File: src/verilog/cti_regs.svh
/*
  Timing constants for the core cycle timing and interlock sequencer:
  cycle counts per instruction class, interlock lengths and register codes.
  Assumes it is included by bare name after the cti_pkg package is compiled.
*/
`ifndef CTI_REGS_SVH
`define CTI_REGS_SVH
// Contract
// - plain data op without pc write: one cycle, fetch S, data side I.
// - data op with register shift: two cycles, fetch S then I, data I I.
// - data op writing pc: three cycles 2S+1N fetch; register shift adds one I.
// - word load not to pc, no dependent successor: one cycle, one N data access.
// - next instruction reads loaded word: one interlock cycle, I on both sides.
// - loaded byte, halfword or unaligned word used next: two interlock cycles.
// - load to pc: five cycles, fetch 2S+2I+1N, data 1N+4I.
// - block load of one register, not pc: two cycles, S then I both sides.
// - block load of n>1 registers without pc: n cycles, 1N then S data.
// - block load including pc: n+4 cycles, four trailing data I cycles.
// - block store of n>1: n cycles, data 1N then S, fetch S then I.
// - atomic swap with loaded byte used next: three cycles, 2N+1I data.
// - coprocessor ops add b busy I cycles; b+1 for ops, b+n for memory.
// - coprocessor-to-core result used next: extra I before the C cycle.
// - status write of flags only completes in one cycle.
// - status write touching other fields: three cycles, S then two I.
// - signed and short multiply: m from sign-extension of upper operand bits.
// - unsigned long multiply: m from all-zero upper operand bits only.
// - during any interlock the fetch side stops fetching.
// - block load moves registers lowest number first, highest last.
// - dependent of a block load waits until its final memory access begins.
// - dependent on the last block-loaded register adds one interlock cycle if n>1 and pc is not loaded.
`define CTI_REG_PC 4'hf
`define CTI_ONE_CYCLE 6'h01
`define CTI_SHIFT_CYCLES 6'h01
`define CTI_PC_REFILL_EXTRA 6'h02
`define CTI_REFILL_CYCLES 6'h03
`define CTI_LOAD_PC_CYCLES 6'h05
`define CTI_BLOCK_PC_EXTRA 6'h04
`define CTI_BLOCK_ONE_CYCLES 6'h02
`define CTI_SWAP_CYCLES 6'h02
`define CTI_STATUS_FULL_CYCLES 6'h03
`define CTI_SHORT_MUL_BASE 6'h02
`define CTI_LONG_MUL_BASE 6'h03
`define CTI_CP_PC_EXTRA 6'h02
`define CTI_WORD_LOCK 2'h1
`define CTI_NARROW_LOCK 2'h2
`define CTI_MUL_FULL 3'h4
`endif
File: src/verilog/cti_pkg.sv
/*
  Types shared by the cycle timing sequencer: bus cycle kinds,
  instruction classes and sequencer states.
  Assumes nothing of its surroundings.
*/
package cti_pkg;
  typedef enum logic [1:0] {
    CYC_S = 2'h0,
    CYC_N = 2'h1,
    CYC_I = 2'h2,
    CYC_C = 2'h3
  } cti_cyc_type;

  typedef enum logic [3:0] {
    CLS_DATA_OP = 4'h0,
    CLS_SINGLE_LOAD = 4'h1,
    CLS_SINGLE_STORE = 4'h2,
    CLS_BLOCK_LOAD = 4'h3,
    CLS_BLOCK_STORE = 4'h4,
    CLS_ATOMIC_SWAP = 4'h5,
    CLS_BRANCH = 4'h6,
    CLS_COPROC_DATA_OP = 4'h7,
    CLS_COPROC_MEM = 4'h8,
    CLS_CORE_TO_COPROC = 4'h9,
    CLS_COPROC_TO_CORE = 4'ha,
    CLS_STATUS_READ = 4'hb,
    CLS_STATUS_WRITE = 4'hc,
    CLS_SHORT_MULTIPLY = 4'hd,
    CLS_SIGNED_LONG_MULTIPLY = 4'he,
    CLS_UNSIGNED_LONG_MULTIPLY = 4'hf
  } cti_class_type;

  typedef enum logic [1:0] {
    ST_IDLE = 2'h0,
    ST_RUN = 2'h1,
    ST_CP_WAIT = 2'h3
  } cti_state_type;
endpackage

File: src/verilog/cti_core_timing.sv
/*
  Cycle timing and interlock sequencer of the five-stage core: per instruction
  class it plays out the fetch-side and data-side cycle kinds, inserts load-use
  interlock cycles, waits out coprocessor busy cycles and reports multiply m.
  Assumes decode and execute fields come from logic on I_CLK and are held
  stable while O_READY is low; the coprocessor busy line is on I_CLK too.
*/
`timescale 1ns/1ps
`include "cti_regs.svh"
module cti_core_timing
  import cti_pkg::*;
(
  input wire logic I_CLK,
  input wire logic I_ARST_N,
  input wire logic I_EX_VALID,
  input wire cti_class_type I_EX_CLASS,
  input wire logic I_EX_WRITES_PC,
  input wire logic I_EX_REG_SHIFT,
  input wire logic I_EX_NARROW,
  input wire logic I_EX_FLAGS_ONLY,
  input wire logic [3:0] I_EX_DEST,
  input wire logic [15:0] I_EX_REG_LIST,
  input wire logic [4:0] I_EX_WORDS,
  input wire logic [31:0] I_EX_MUL_OPERAND,
  input wire logic I_DEC_VALID,
  input wire logic [2:0] I_DEC_SRC_USE,
  input wire logic [3:0] I_DEC_SRC_A,
  input wire logic [3:0] I_DEC_SRC_B,
  input wire logic [3:0] I_DEC_SRC_C,
  input wire logic I_CP_BUSY,
  output logic O_READY,
  output cti_cyc_type O_ICYC,
  output cti_cyc_type O_DCYC,
  output logic O_FETCH_EN,
  output logic O_INTERLOCK,
  output logic [2:0] O_MUL_COUNT
);
  cti_state_type state_r, state_nxt;
  cti_class_type cls_r, cls_nxt;
  logic pc_r, pc_nxt;
  logic first_nxt;
  logic [5:0] step_r, step_nxt;
  logic [5:0] tot_r, tot_nxt;
  logic [4:0] n_r, n_nxt;
  logic [1:0] dep_r, dep_nxt;
  logic ready_r, ready_nxt;
  cti_cyc_type icyc_r, icyc_nxt;
  cti_cyc_type dcyc_r, dcyc_nxt;
  logic fetch_r, fetch_nxt;
  logic lock_r, lock_nxt;
  logic [2:0] m_r, m_nxt;
  logic accept;
  logic is_coproc;
  logic [15:0] pend_mask;
  logic hit;
  logic hit_last;
  logic [4:0] reg_count;
  logic [2:0] m_calc;
  logic [1:0] load_dep;
  logic [5:0] load_tot;

  function automatic logic [4:0] count_regs(input logic [15:0] list);
    logic [4:0] c;
    c = 5'h00;
    for (int i = 0; i < 16; i++) begin
      c = c + {4'h0, list[i]};
    end
    return c;
  endfunction

  // classes that end with a pipeline refill after a pc change
  function automatic logic is_refill(input cti_class_type c, input logic pc);
    return (c == CLS_BRANCH) || (pc && (c == CLS_DATA_OP || c == CLS_SINGLE_LOAD ||
           c == CLS_BLOCK_LOAD));
  endfunction

  // fetch side: own fetch first, then idle, refill N then S at the end
  function automatic cti_cyc_type fetch_cyc(input cti_class_type c, input logic pc,
                                            input logic first, input logic [5:0] k,
                                            input logic [5:0] tot);
    if (first) begin
      return CYC_S;
    end else if (is_refill(c, pc) && k == tot - 6'h02) begin
      return CYC_N;
    end else if (is_refill(c, pc) && k == tot - 6'h01) begin
      return CYC_S;
    end
    return CYC_I;
  endfunction

  // data side cycle kind at step k of the post-busy sequence
  function automatic cti_cyc_type data_cyc(input cti_class_type c, input logic [5:0] k,
                                           input logic [5:0] tot, input logic [4:0] n);
    cti_cyc_type d;
    d = CYC_I;
    case (c)
      CLS_SINGLE_LOAD: d = (k == 6'h00) ? CYC_N : CYC_I;
      CLS_SINGLE_STORE: d = CYC_N;
      CLS_BLOCK_LOAD: begin
        if (n <= 5'h01 && tot == `CTI_BLOCK_ONE_CYCLES) begin
          d = (k == 6'h00) ? CYC_S : CYC_I;
        end else if (k == 6'h00) begin
          d = CYC_N;
        end else if (k < {1'b0, n}) begin
          d = CYC_S;
        end
      end
      CLS_BLOCK_STORE: begin
        if (k == 6'h00) begin
          d = CYC_N;
        end else if (n > 5'h01) begin
          d = CYC_S;
        end
      end
      CLS_ATOMIC_SWAP: d = (k < 6'h02) ? CYC_N : CYC_I;
      CLS_COPROC_MEM: d = (k == 6'h00) ? CYC_N : CYC_S;
      CLS_CORE_TO_COPROC, CLS_COPROC_TO_CORE: begin
        d = (k == tot - 6'h01) ? CYC_C : CYC_I;
      end
      default: d = CYC_I;
    endcase
    return d;
  endfunction

  // interlock cycles are the trailing dep cycles of the instruction
  function automatic logic in_lock(input logic [5:0] k, input logic [5:0] tot,
                                   input logic [1:0] dep);
    return (dep != 2'h0) && (k >= tot - {4'h0, dep});
  endfunction

  cti_mul_count u_mul (
    .i_operand(I_EX_MUL_OPERAND),
    .i_unsigned(I_EX_CLASS == CLS_UNSIGNED_LONG_MULTIPLY),
    .o_m(m_calc)
  );

  cti_hazard_check u_hazard (
    .i_dec_valid(I_DEC_VALID),
    .i_src_use(I_DEC_SRC_USE),
    .i_src_a(I_DEC_SRC_A),
    .i_src_b(I_DEC_SRC_B),
    .i_src_c(I_DEC_SRC_C),
    .i_pend_mask(pend_mask),
    .o_hit(hit),
    .o_hit_last(hit_last)
  );

  // issue decode: pending targets, interlock length and total cycles
  always_comb begin
    reg_count = count_regs(I_EX_REG_LIST);
    is_coproc = (I_EX_CLASS == CLS_COPROC_DATA_OP) || (I_EX_CLASS == CLS_COPROC_MEM) ||
                (I_EX_CLASS == CLS_CORE_TO_COPROC) || (I_EX_CLASS == CLS_COPROC_TO_CORE);
    pend_mask = 16'h0000;
    load_dep = 2'h0;
    case (I_EX_CLASS)
      CLS_SINGLE_LOAD, CLS_ATOMIC_SWAP, CLS_COPROC_TO_CORE: begin
        pend_mask = 16'h0001 << I_EX_DEST;
      end
      CLS_BLOCK_LOAD: pend_mask = I_EX_REG_LIST;
      default: pend_mask = 16'h0000;
    endcase
    case (I_EX_CLASS)
      CLS_SINGLE_LOAD: begin
        if (!I_EX_WRITES_PC && hit) begin
          load_dep = I_EX_NARROW ? `CTI_NARROW_LOCK : `CTI_WORD_LOCK;
        end
      end
      CLS_ATOMIC_SWAP: load_dep = (hit && I_EX_NARROW) ? `CTI_WORD_LOCK : 2'h0;
      CLS_BLOCK_LOAD: begin
        // a hit on an earlier register needs no stall: it is ready by the last access
        load_dep = (!I_EX_WRITES_PC && hit_last) ? `CTI_WORD_LOCK : 2'h0;
      end
      CLS_COPROC_TO_CORE: begin
        load_dep = (!I_EX_WRITES_PC && hit) ? `CTI_WORD_LOCK : 2'h0;
      end
      default: load_dep = 2'h0;
    endcase
    load_tot = `CTI_ONE_CYCLE;
    case (I_EX_CLASS)
      CLS_DATA_OP: begin
        load_tot = `CTI_ONE_CYCLE + (I_EX_REG_SHIFT ? `CTI_SHIFT_CYCLES : 6'h00) +
                   (I_EX_WRITES_PC ? `CTI_PC_REFILL_EXTRA : 6'h00);
      end
      CLS_SINGLE_LOAD: begin
        load_tot = I_EX_WRITES_PC ? `CTI_LOAD_PC_CYCLES :
                   `CTI_ONE_CYCLE + {4'h0, load_dep};
      end
      CLS_BLOCK_LOAD: begin
        if (I_EX_WRITES_PC) begin
          load_tot = {1'b0, reg_count} + `CTI_BLOCK_PC_EXTRA;
        end else if (reg_count <= 5'h01) begin
          load_tot = `CTI_BLOCK_ONE_CYCLES;
        end else begin
          load_tot = {1'b0, reg_count} + {4'h0, load_dep};
        end
      end
      CLS_BLOCK_STORE: begin
        load_tot = (reg_count <= 5'h01) ? `CTI_BLOCK_ONE_CYCLES : {1'b0, reg_count};
      end
      CLS_ATOMIC_SWAP: load_tot = `CTI_SWAP_CYCLES + {4'h0, load_dep};
      CLS_BRANCH: load_tot = `CTI_REFILL_CYCLES;
      CLS_COPROC_MEM: begin
        load_tot = (I_EX_WORDS == 5'h00) ? `CTI_ONE_CYCLE : {1'b0, I_EX_WORDS};
      end
      CLS_COPROC_TO_CORE: begin
        load_tot = `CTI_ONE_CYCLE + (I_EX_WRITES_PC ? `CTI_CP_PC_EXTRA :
                   {4'h0, load_dep});
      end
      CLS_STATUS_WRITE: begin
        load_tot = I_EX_FLAGS_ONLY ? `CTI_ONE_CYCLE : `CTI_STATUS_FULL_CYCLES;
      end
      CLS_SHORT_MULTIPLY, CLS_SIGNED_LONG_MULTIPLY, CLS_UNSIGNED_LONG_MULTIPLY: begin
        load_tot = ((I_EX_CLASS == CLS_SHORT_MULTIPLY) ? `CTI_SHORT_MUL_BASE :
                   `CTI_LONG_MUL_BASE) + {3'h0, m_calc};
      end
      default: load_tot = `CTI_ONE_CYCLE;
    endcase
  end

  assign accept = I_EX_VALID && ready_r;

  // sequencer next state; a new instruction may start in the last cycle of the old
  always_comb begin
    state_nxt = state_r;
    cls_nxt = cls_r;
    pc_nxt = pc_r;
    first_nxt = 1'b0;
    step_nxt = step_r;
    tot_nxt = tot_r;
    n_nxt = n_r;
    dep_nxt = dep_r;
    m_nxt = m_r;
    if (accept) begin
      cls_nxt = I_EX_CLASS;
      pc_nxt = I_EX_WRITES_PC;
      first_nxt = 1'b1;
      step_nxt = 6'h00;
      tot_nxt = load_tot;
      n_nxt = reg_count;
      dep_nxt = load_dep;
      if (I_EX_CLASS == CLS_SHORT_MULTIPLY || I_EX_CLASS == CLS_SIGNED_LONG_MULTIPLY ||
          I_EX_CLASS == CLS_UNSIGNED_LONG_MULTIPLY) begin
        m_nxt = m_calc;
      end
      state_nxt = (is_coproc && I_CP_BUSY) ? ST_CP_WAIT : ST_RUN;
    end else begin
      unique case (state_r)
        ST_IDLE: state_nxt = ST_IDLE;
        ST_CP_WAIT: begin
          // each sampled busy cycle costs one internal cycle
          state_nxt = I_CP_BUSY ? ST_CP_WAIT : ST_RUN;
          step_nxt = 6'h00;
        end
        ST_RUN: begin
          if (step_r == tot_r - 6'h01) begin
            state_nxt = ST_IDLE;
          end else begin
            step_nxt = step_r + 6'h01;
          end
        end
        default: state_nxt = ST_IDLE;
      endcase
    end
  end

  // output next values; the bus kinds are those of the cycle being entered
  always_comb begin
    icyc_nxt = CYC_I;
    dcyc_nxt = CYC_I;
    lock_nxt = 1'b0;
    ready_nxt = 1'b0;
    unique case (state_nxt)
      ST_IDLE: ready_nxt = 1'b1;
      ST_CP_WAIT: icyc_nxt = first_nxt ? CYC_S : CYC_I;
      ST_RUN: begin
        icyc_nxt = fetch_cyc(cls_nxt, pc_nxt, first_nxt, step_nxt, tot_nxt);
        dcyc_nxt = data_cyc(cls_nxt, step_nxt, tot_nxt, n_nxt);
        lock_nxt = in_lock(step_nxt, tot_nxt, dep_nxt);
        if (lock_nxt) begin
          icyc_nxt = CYC_I;
          // a register transfer keeps its C cycle last, so the lock falls on that C cycle itself
          if (cls_nxt != CLS_COPROC_TO_CORE) begin
            dcyc_nxt = CYC_I;
          end
        end
        ready_nxt = (step_nxt == tot_nxt - 6'h01);
      end
      default: ready_nxt = 1'b0;
    endcase
    fetch_nxt = (icyc_nxt != CYC_I);
  end

  // sequencer registers
  always_ff @(posedge I_CLK or negedge I_ARST_N) begin
    if (!I_ARST_N) begin
      state_r <= ST_IDLE;
      cls_r <= CLS_DATA_OP;
      pc_r <= 1'b0;
      step_r <= 6'h00;
      tot_r <= `CTI_ONE_CYCLE;
      n_r <= 5'h00;
      dep_r <= 2'h0;
      m_r <= `CTI_MUL_FULL;
    end else begin
      state_r <= state_nxt;
      cls_r <= cls_nxt;
      pc_r <= pc_nxt;
      step_r <= step_nxt;
      tot_r <= tot_nxt;
      n_r <= n_nxt;
      dep_r <= dep_nxt;
      m_r <= m_nxt;
    end
  end

  // output registers
  always_ff @(posedge I_CLK or negedge I_ARST_N) begin
    if (!I_ARST_N) begin
      ready_r <= 1'b1;
      icyc_r <= CYC_I;
      dcyc_r <= CYC_I;
      fetch_r <= 1'b0;
      lock_r <= 1'b0;
    end else begin
      ready_r <= ready_nxt;
      icyc_r <= icyc_nxt;
      dcyc_r <= dcyc_nxt;
      fetch_r <= fetch_nxt;
      lock_r <= lock_nxt;
    end
  end

  assign O_READY = ready_r;
  assign O_ICYC = icyc_r;
  assign O_DCYC = dcyc_r;
  assign O_FETCH_EN = fetch_r;
  assign O_INTERLOCK = lock_r;
  assign O_MUL_COUNT = m_r;
endmodule

File: src/verilog/cti_hazard_check.sv
/*
  Load-use hazard compare between decode sources and pending load targets.
  Assumes sources and the pending mask come from logic on the core clock.
*/
`timescale 1ns/1ps
`include "cti_regs.svh"
module cti_hazard_check
  import cti_pkg::*;
(
  input wire logic i_dec_valid,
  input wire logic [2:0] i_src_use,
  input wire logic [3:0] i_src_a,
  input wire logic [3:0] i_src_b,
  input wire logic [3:0] i_src_c,
  input wire logic [15:0] i_pend_mask,
  output logic o_hit,
  output logic o_hit_last
);
  logic [15:0] src_mask;
  logic [15:0] last_mask;

  function automatic logic [15:0] reg_bit(input logic [3:0] r);
    return 16'h0001 << r;
  endfunction

  // block loads fill lowest register first, so the highest set bit lands last
  function automatic logic [15:0] top_bit(input logic [15:0] m);
    logic [15:0] t;
    t = 16'h0000;
    for (int i = 0; i < 16; i++) begin
      if (m[i]) begin
        t = reg_bit(4'(i));
      end
    end
    return t;
  endfunction

  // only sources the decoded instruction really reads take part
  always_comb begin
    src_mask = 16'h0000;
    if (i_src_use[0]) begin
      src_mask = src_mask | reg_bit(i_src_a);
    end
    if (i_src_use[1]) begin
      src_mask = src_mask | reg_bit(i_src_b);
    end
    if (i_src_use[2]) begin
      src_mask = src_mask | reg_bit(i_src_c);
    end
    last_mask = top_bit(i_pend_mask);
  end

  assign o_hit = i_dec_valid && ((src_mask & i_pend_mask) != 16'h0000);
  assign o_hit_last = i_dec_valid && ((src_mask & last_mask) != 16'h0000);
endmodule

File: src/verilog/cti_mul_count.sv
/*
  Multiplier early-termination count m from the multiplier operand.
  Assumes a purely combinational use by the sequencer on the same clock.
*/
`timescale 1ns/1ps
`include "cti_regs.svh"
module cti_mul_count
  import cti_pkg::*;
(
  input wire logic [31:0] i_operand,
  input wire logic i_unsigned,
  output logic [2:0] o_m
);
  logic [2:0] m_calc;

  // a range ends early when it is all zero, or all one for signed forms
  function automatic logic ext_ok(input logic [23:0] bits, input logic uns);
    logic zero;
    logic ones;
    zero = (bits == 24'h00_0000);
    ones = (bits == 24'hff_ffff);
    return zero | (ones & ~uns);
  endfunction

  // widest range first gives the shortest count
  always_comb begin
    m_calc = `CTI_MUL_FULL;
    if (ext_ok(i_operand[31:8], i_unsigned)) begin
      m_calc = 3'h1;
    end else if (ext_ok({8'h00, i_operand[31:16]} | (i_operand[31] && !i_unsigned ?
                 24'hff_0000 : 24'h00_0000), i_unsigned)) begin
      m_calc = 3'h2;
    end else if (ext_ok({16'h0000, i_operand[31:24]} | (i_operand[31] && !i_unsigned ?
                 24'hff_ff00 : 24'h00_0000), i_unsigned)) begin
      m_calc = 3'h3;
    end
  end

  assign o_m = m_calc;
endmodule

File: config.mk
export PLATFORM = sky130hd
export DESIGN_NAME = cti_core_timing
export DESIGN_NICKNAME = d
export VERILOG_FILES = /design/src/verilog/cti_pkg.sv /design/src/verilog/cti_core_timing.sv /design/src/verilog/cti_hazard_check.sv /design/src/verilog/cti_mul_count.sv
export VERILOG_INCLUDE_DIRS = /design/src /design/src/verilog
export SDC_FILE = /design/constraint.sdc
export NUM_CORES = 1
export LEC_CHECK = 0
export ABC_AREA = 1
export BUFFER_PORTS_ARGS = -buffer_cell sky130_fd_sc_hd__buf_4
export CAP_MARGIN = 5
export CORE_MARGIN = 3
export CORE_UTILIZATION = 37
export CTS_CLUSTER_DIAMETER = 30
export CTS_CLUSTER_SIZE = 8
export DETAILED_ROUTE_END_ITERATION = 10
export GPL_TIMING_DRIVEN = 0
export PLACE_DENSITY = 0.56
export RECOVER_POWER = 25
export SETUP_SLACK_MARGIN = 0.5
export SYNTH_ARGS = -nofsm -noshare
export SYNTH_HDL_FRONTEND = slang
export SYNTH_HIERARCHICAL = 1
export SYNTH_SLANG_ARGS = --single-unit
File: constraint.sdc
create_clock -name I_CLK -period 10.2 [get_ports I_CLK]
set_clock_uncertainty 0.2 [all_clocks]
set_input_delay 2.04 -clock I_CLK [delete_from_list [all_inputs] [get_ports I_CLK]]
set_output_delay 2.04 -clock I_CLK [all_outputs]
set_load 0.02 [all_outputs]
==> results.ini, run 1 <==
[synth]
netlist_area_um2=5420
synth_top_area_share_pct=18.3
synth_top_area_cell=nand2_1
synth_most_common_cell=nand2_1
ys_seq_area_share_pct=16.7
synth.yosys.warnings=6
synth_top_cells_by_count=nand2_1, inv_1, nand3_1, nor2_1, ha_1
synth_cells=908
synth.area.top_cells=nand2_1, dfrtp_1, nand3_1
synth_cell_types=48
ys_seq_elements=36
async_reset_ff_share_pct=100
postSynthAreaPerCell_um2=5.97
syn-num-nets=1037
synth_edf_count=0
synth_ff_type=dfrtp_1

[worst_setup_path]
path_class=in2reg
critPathMaxStageDelay_ns=0.56
setup.worst_path.start_class=input pin
reg2reg_depth=22
crit_required_ns=10.21
critPathSlowestCell=fa_1
cp.arrival_ns=8.77
cp_max_fo=6
endpoint_kind=flop
cp_common_cell=fa_1

[sta]
drv_slew=37
slew-limit-headroom_pct=-27.9
rsz0062_at_grt=false
min_period_ns=8.76
hold_viol=0
post-route-period-util_pct=85.9
worstMarginPinSlew_ns=1.92
finalSetupTns_ns=0
fmax_mhz=114
whs_ns=0.294
setup_violations=0

[routing]
routedWlPerCell_um=13.4
first_pass_iters=5
dr.first_iter.drc_count=351
routed_wl_mm=15.9
vias=5926
ant_nets=0
viasPerCell=5.03
route.detailed.drc=0

[floorplan]
start_util_pct=38.5
die_y_um=127
die_w_um=127
core_um2=14100
rows=43
dieArea_um2=16100
io_pins=95

[clock_network]
clock_sinks=36
post_cts_buffers=0
cts_htree_levels=2
cts_tree=built
cts.clk_slew.worst_paths_ns=0.06
ctsResizeCount=0
cts_root_buf=clkbuf_16
holdBufCountCts=0
cts_buffers=5
clock_path_buffers=2
clk-insertion-delay-late_ns=0.28

[global_routing]
grt_pass1_wl_mm=26.3
use_met2_pct=32.2
grt_pass1_vias=5630
grt_max_degree=37
grt_usage_pct=19.7
antenna_found_initial=0
grt_overflow=0
grt.busiest_layer=met2
met3_usage_pct=2.88
grt_use_met1_pct=27.5

[final_layout]
fillCellCount=1547
final_nets=1127
layout-drive-gt1-share_pct=16.9
n_antenna_cell=0
syn_to_final_growth_pct=18.6

[hold_path]
hp-class=reg2reg
min_delay_path_depth=2

[run]
drv_cap=1

[placement]
dp_hpwl_mm=13.4
port_buffers=83
routabilityCongestion=0.898

[power_and_ir_drop]
power_density_nw_per_um2=238
p_leak_nw=3.45
vdd.ir_drop.worst_mv=0.145

[run_status]
status=complete, but fails checks
violations=capacitance limit, slew limit

==> per-stage QoR <==
stage	utilization (%)	setup slack, ns	power (W)	area (um2)	instances
after floorplan	-	1.99	0.00106	5420	908
after global placement	44.5	1.15	0.00134	6270	1171
after detailed placement	44.5	1.14	0.00135	6270	1171
after CTS	45.6	1.42	0.00153	6430	1179
after global routing	45.6	0.667	0.00172	6430	1179
final	45.6	1.44	0.00153	6430	1179
==> layout make-up <==
cell class | instances | area, um2 | share of cell area, %
plain buffers | 11 | 58.8 | 0.915
clock buffers | 6 | 129 | 2.00
clock inverters | 2 | 35.0 | 0.545
inverters | 148 | 556 | 8.64
multi-input cells | 713 | 3900 | 60.7
flip-flops and latches | 36 | 907 | 14.1
well taps | 180 | 225 | 3.50
repair buffers | 83 | 619 | 9.63
==> layout by cell type (no fill, tap or decap), types with 15 or more instances in the layout <==
| cell type | netlist | final |
|---|---|---|
| buf_4 | 4 | 86 |
| dfrtp_1 | 31 | 31 |
| ha_1 | 32 | 32 |
| inv_1 | 137 | 137 |
| nand2_1 | 264 | 264 |
| nand2_2 | 15 | 15 |
| nand3_1 | 121 | 121 |
| nand4_1 | 19 | 19 |
| nor2_1 | 101 | 101 |
| o21ai_0 | 24 | 24 |
==> critical path, delay by kind of cell <==
| kind | cells | cell delay (ns) |
|---|---|---|
| adder cells (fa/ha/maj) | 10 | 3.73 |
| AND/OR/NAND/NOR | 12 | 1.35 |
| AO/OA/AOI/OAI | 8 | 1.28 |
| buffers and inverters | 5 | 0.35 |
==> cells by family (layout without fill, tap and decap cells) <==
family,count (synthesis),in the layout,synth area share (%)
muxes,2,2,0.415
AOI/OAI and AO/OA,80,80,9.76
adders and majority gates,44,44,11.8
buffers and inverters,159,250,11.3
DFF,36,36,16.7
xor gates and xnor gates,13,13,2.10
and+or+nand+nor,574,574,47.8
==> path summary, 6_finish.rpt <==
| path | start | end | slack (ns) |
|---|---|---|---|
| worst max-delay path | I_EX_REG_LIST[0] | O_DCYC[1] | 1.44 |
| worst min-delay path | n_r[0] | n_r[0] | 0.29 |
| max in group asynchronous | I_ARST_N | O_MUL_COUNT[0] | 6.61 |
| min in group asynchronous | I_ARST_N | step_r[5] | 2.09 |
| worst max register to register | tot_r[0] | O_DCYC[1] | 5.55 |
| worst min register to register | n_r[0] | n_r[0] | 0.29 |
==> metal layers <==
metal  routed length, um  vias up
li1                    -     3100
met3                 814       30
met5                   0        -
met4                 377        0
met1                7640     2649
met2                7020      147
==> where the power goes <==
group	switching (W)	leakage [nW]	total, W	internal (W)
Clock	0.0000596	0.0808	0.000175	0.000115
Combinational	0.000726	2.93	0.00112	0.000397
Sequential	0.0000313	0.437	0.000235	0.000204
==> flip-flops by register name (all words and copies together), names as in the netlist <==
register and count:
step_r 6, tot_r 6, n_r 5, cls_r 4
O_MUL_COUNT 3, O_DCYC 2, O_ICYC 2, dep_r 2
state_r 2, O_FETCH_EN 1, O_INTERLOCK 1, O_READY 1
pc_r 1
Note: power is estimated with default switching activity, not from simulation.
==> run 2, diff against run 1 <==
--- a/config.mk
+++ b/config.mk
@@ -7,7 +7,7 @@
 export NUM_CORES = 1
 export LEC_CHECK = 0
 export ABC_AREA = 1
-export BUFFER_PORTS_ARGS = -buffer_cell sky130_fd_sc_hd__buf_4
+export BUFFER_PORTS_ARGS = -buffer_cell sky130_fd_sc_hd__buf_2
 export CAP_MARGIN = 5
 export CORE_MARGIN = 3
 export CORE_UTILIZATION = 37
==> run 2 against run 1 <==
Net effect:
- the flow still finishes with violations (capacitance limit, slew limit)
- clock power shrank 11%
- critical path type unchanged
- maximum frequency fell by 0.26%
- largest cell class unchanged
- sequential share of layout area grew 0.51 points
- global-route usage grew 0.081 points
- largest power group unchanged
- highest routed layer unchanged
==> results.ini, run 2 (same netlist as run 1, synthesis figures left out) <==
[routing]
routedWlPerCell_um=13.5
vias=5922
first_pass_iters=5
route.detailed.drc=0
ant_nets=0
viasPerCell=5.02
dr.first_iter.drc_count=324
routed_wl_mm=15.9

[hold_path]
hp-class=reg2reg

[power_and_ir_drop]
p_leak_nw=3.37
finalPower_w=0.00150
vdd.ir_drop.worst_mv=0.108
power_density_nw_per_um2=241

[run_status]
violations=capacitance limit, slew limit
status=complete, but fails checks

[global_routing]
grt_max_degree=37
grt_pass1_vias=5684
grt_overflow=0
antenna_found_initial=0
grt_usage_pct=19.8
grt_pass1_wl_mm=26.6

[final_layout]
n_antenna_cell=0
final_cells=1179
final_nets=1127
syn_to_final_growth_pct=14.5
final_cell_mix=nand2_1, inv_1, nand3_1, nor2_1, buf_2
fillCellCount=1606
layout-drive-gt1-share_pct=16.8
design_area_um2=6210
layout_commonest_cell=nand2_1
reg.largest.list=step_r x6, tot_r x6, n_r x5
regArea_um2=907
multiInputGateArea_um2=3900

[clock_network]
cts_htree_levels=2
post_cts_buffers=0
clock_path_buffers=2
clk-insertion-delay-late_ns=0.28
cts_root_buf=clkbuf_16
cts.clk_slew.worst_paths_ns=0.06
ctsResizeCount=0
cts_tree=built
cts_buffers=5
holdBufCountCts=0
clock_sinks=36

[worst_setup_path]
crit_required_ns=10.21
setup.worst_path.start_class=input pin
cp_max_fo=6
critPathSlowestCell=fa_1
cp_common_cell=fa_1
path_class=in2reg
endpoint_kind=flop
critPathMaxStageDelay_ns=0.56
cp.arrival_ns=8.80

[floorplan]
core_um2=14100
die_w_um=127
dieArea_um2=16100
start_util_pct=38.5
io_pins=95
rows=43
die_y_um=127

[sta]
drv_slew=37
slew-limit-headroom_pct=-35.7
post-route-period-util_pct=86.1
rsz0062_at_grt=false
finalSetupTns_ns=0
worstMarginPinSlew_ns=2.04
fmax_mhz=114
min_period_ns=8.78
hold_viol=0
setup_violations=0

[placement]
place_area_um2=6060
dp_hpwl_mm=13.4
routabilityCongestion=0.903
placed_cells=1171
port_buffers=83

[run]
drv_cap=1

run 2: changes by cell type in the layout (fill, tap and decap cells not counted):
cell       before  now
clkbuf_8        0    1
clkinv_2        1    0
clkbuf_1        6    7
bufinv_16       1    0
buf_2           2   84
buf_4          86    4
run 2: worst paths after layout:
check	start	endpoint	slack, ns	depth (start not counted)
worst max-delay path	I_EX_REG_LIST[0]	O_DCYC[1]	1.42	35
worst min-delay path	O_MUL_COUNT[1]	O_MUL_COUNT[1]	0.29	2
worst max register to register	O_READY	O_DCYC[1]	5.55	18
worst min register to register	O_MUL_COUNT[1]	O_MUL_COUNT[1]	0.29	2
max in group asynchronous	I_ARST_N	O_MUL_COUNT[0]	6.49	1
min in group asynchronous	I_ARST_N	step_r[5]	2.14	1
run 2: per-stage QoR:
stage	utilization, %	worst slack (ns)	hold WS, ns
after floorplan	-	1.99	0.262
after global placement	43.0	1.16	0.279
after detailed placement	43.0	1.18	0.272
after CTS	44.0	1.42	0.297
after global routing	44.0	0.753	0.329
final	44.0	1.42	0.291
run 2: area by class of cell:
| type | count | share of cell area [%] |
|---|---|---|
| Tap cell | 180 | 3.63 |
| Inverter | 148 | 8.95 |
| Buffer | 11 | 0.947 |
| Clock buffer | 8 | 2.36 |
| Timing Repair Buffer | 83 | 6.67 |
| Sequential cell | 36 | 14.6 |
| Multi-Input combinational cell | 713 | 62.8 |
run 2: report_power, final:
group | leakage [nW] | total [W] | switching (W) | internal (W)
logic | 2.86 | 0.00111 | 0.000723 | 0.000383
clock network | 0.0712 | 0.000156 | 0.0000589 | 0.0000975
registers | 0.437 | 0.000234 | 0.0000303 | 0.000204
run 2: critical path: cells and delay by family:
family,cells,cell delay [ns]
compound gates,8,1.27
simple gates,12,1.37
fa+ha+maj,10,3.74
buf+inv,5,0.36
run 2: per-layer routing:
layer | global-route usage [%] | part of all wire [%] | up-vias
met4 | 3.41 | 1.0 | 0
met3 | 2.38 | 4.4 | 16
met2 | 33.5 | 46 | 145
met1 | 27.6 | 49 | 2655
met5 | 0 | 0 | -
li1 | - | - | 3106
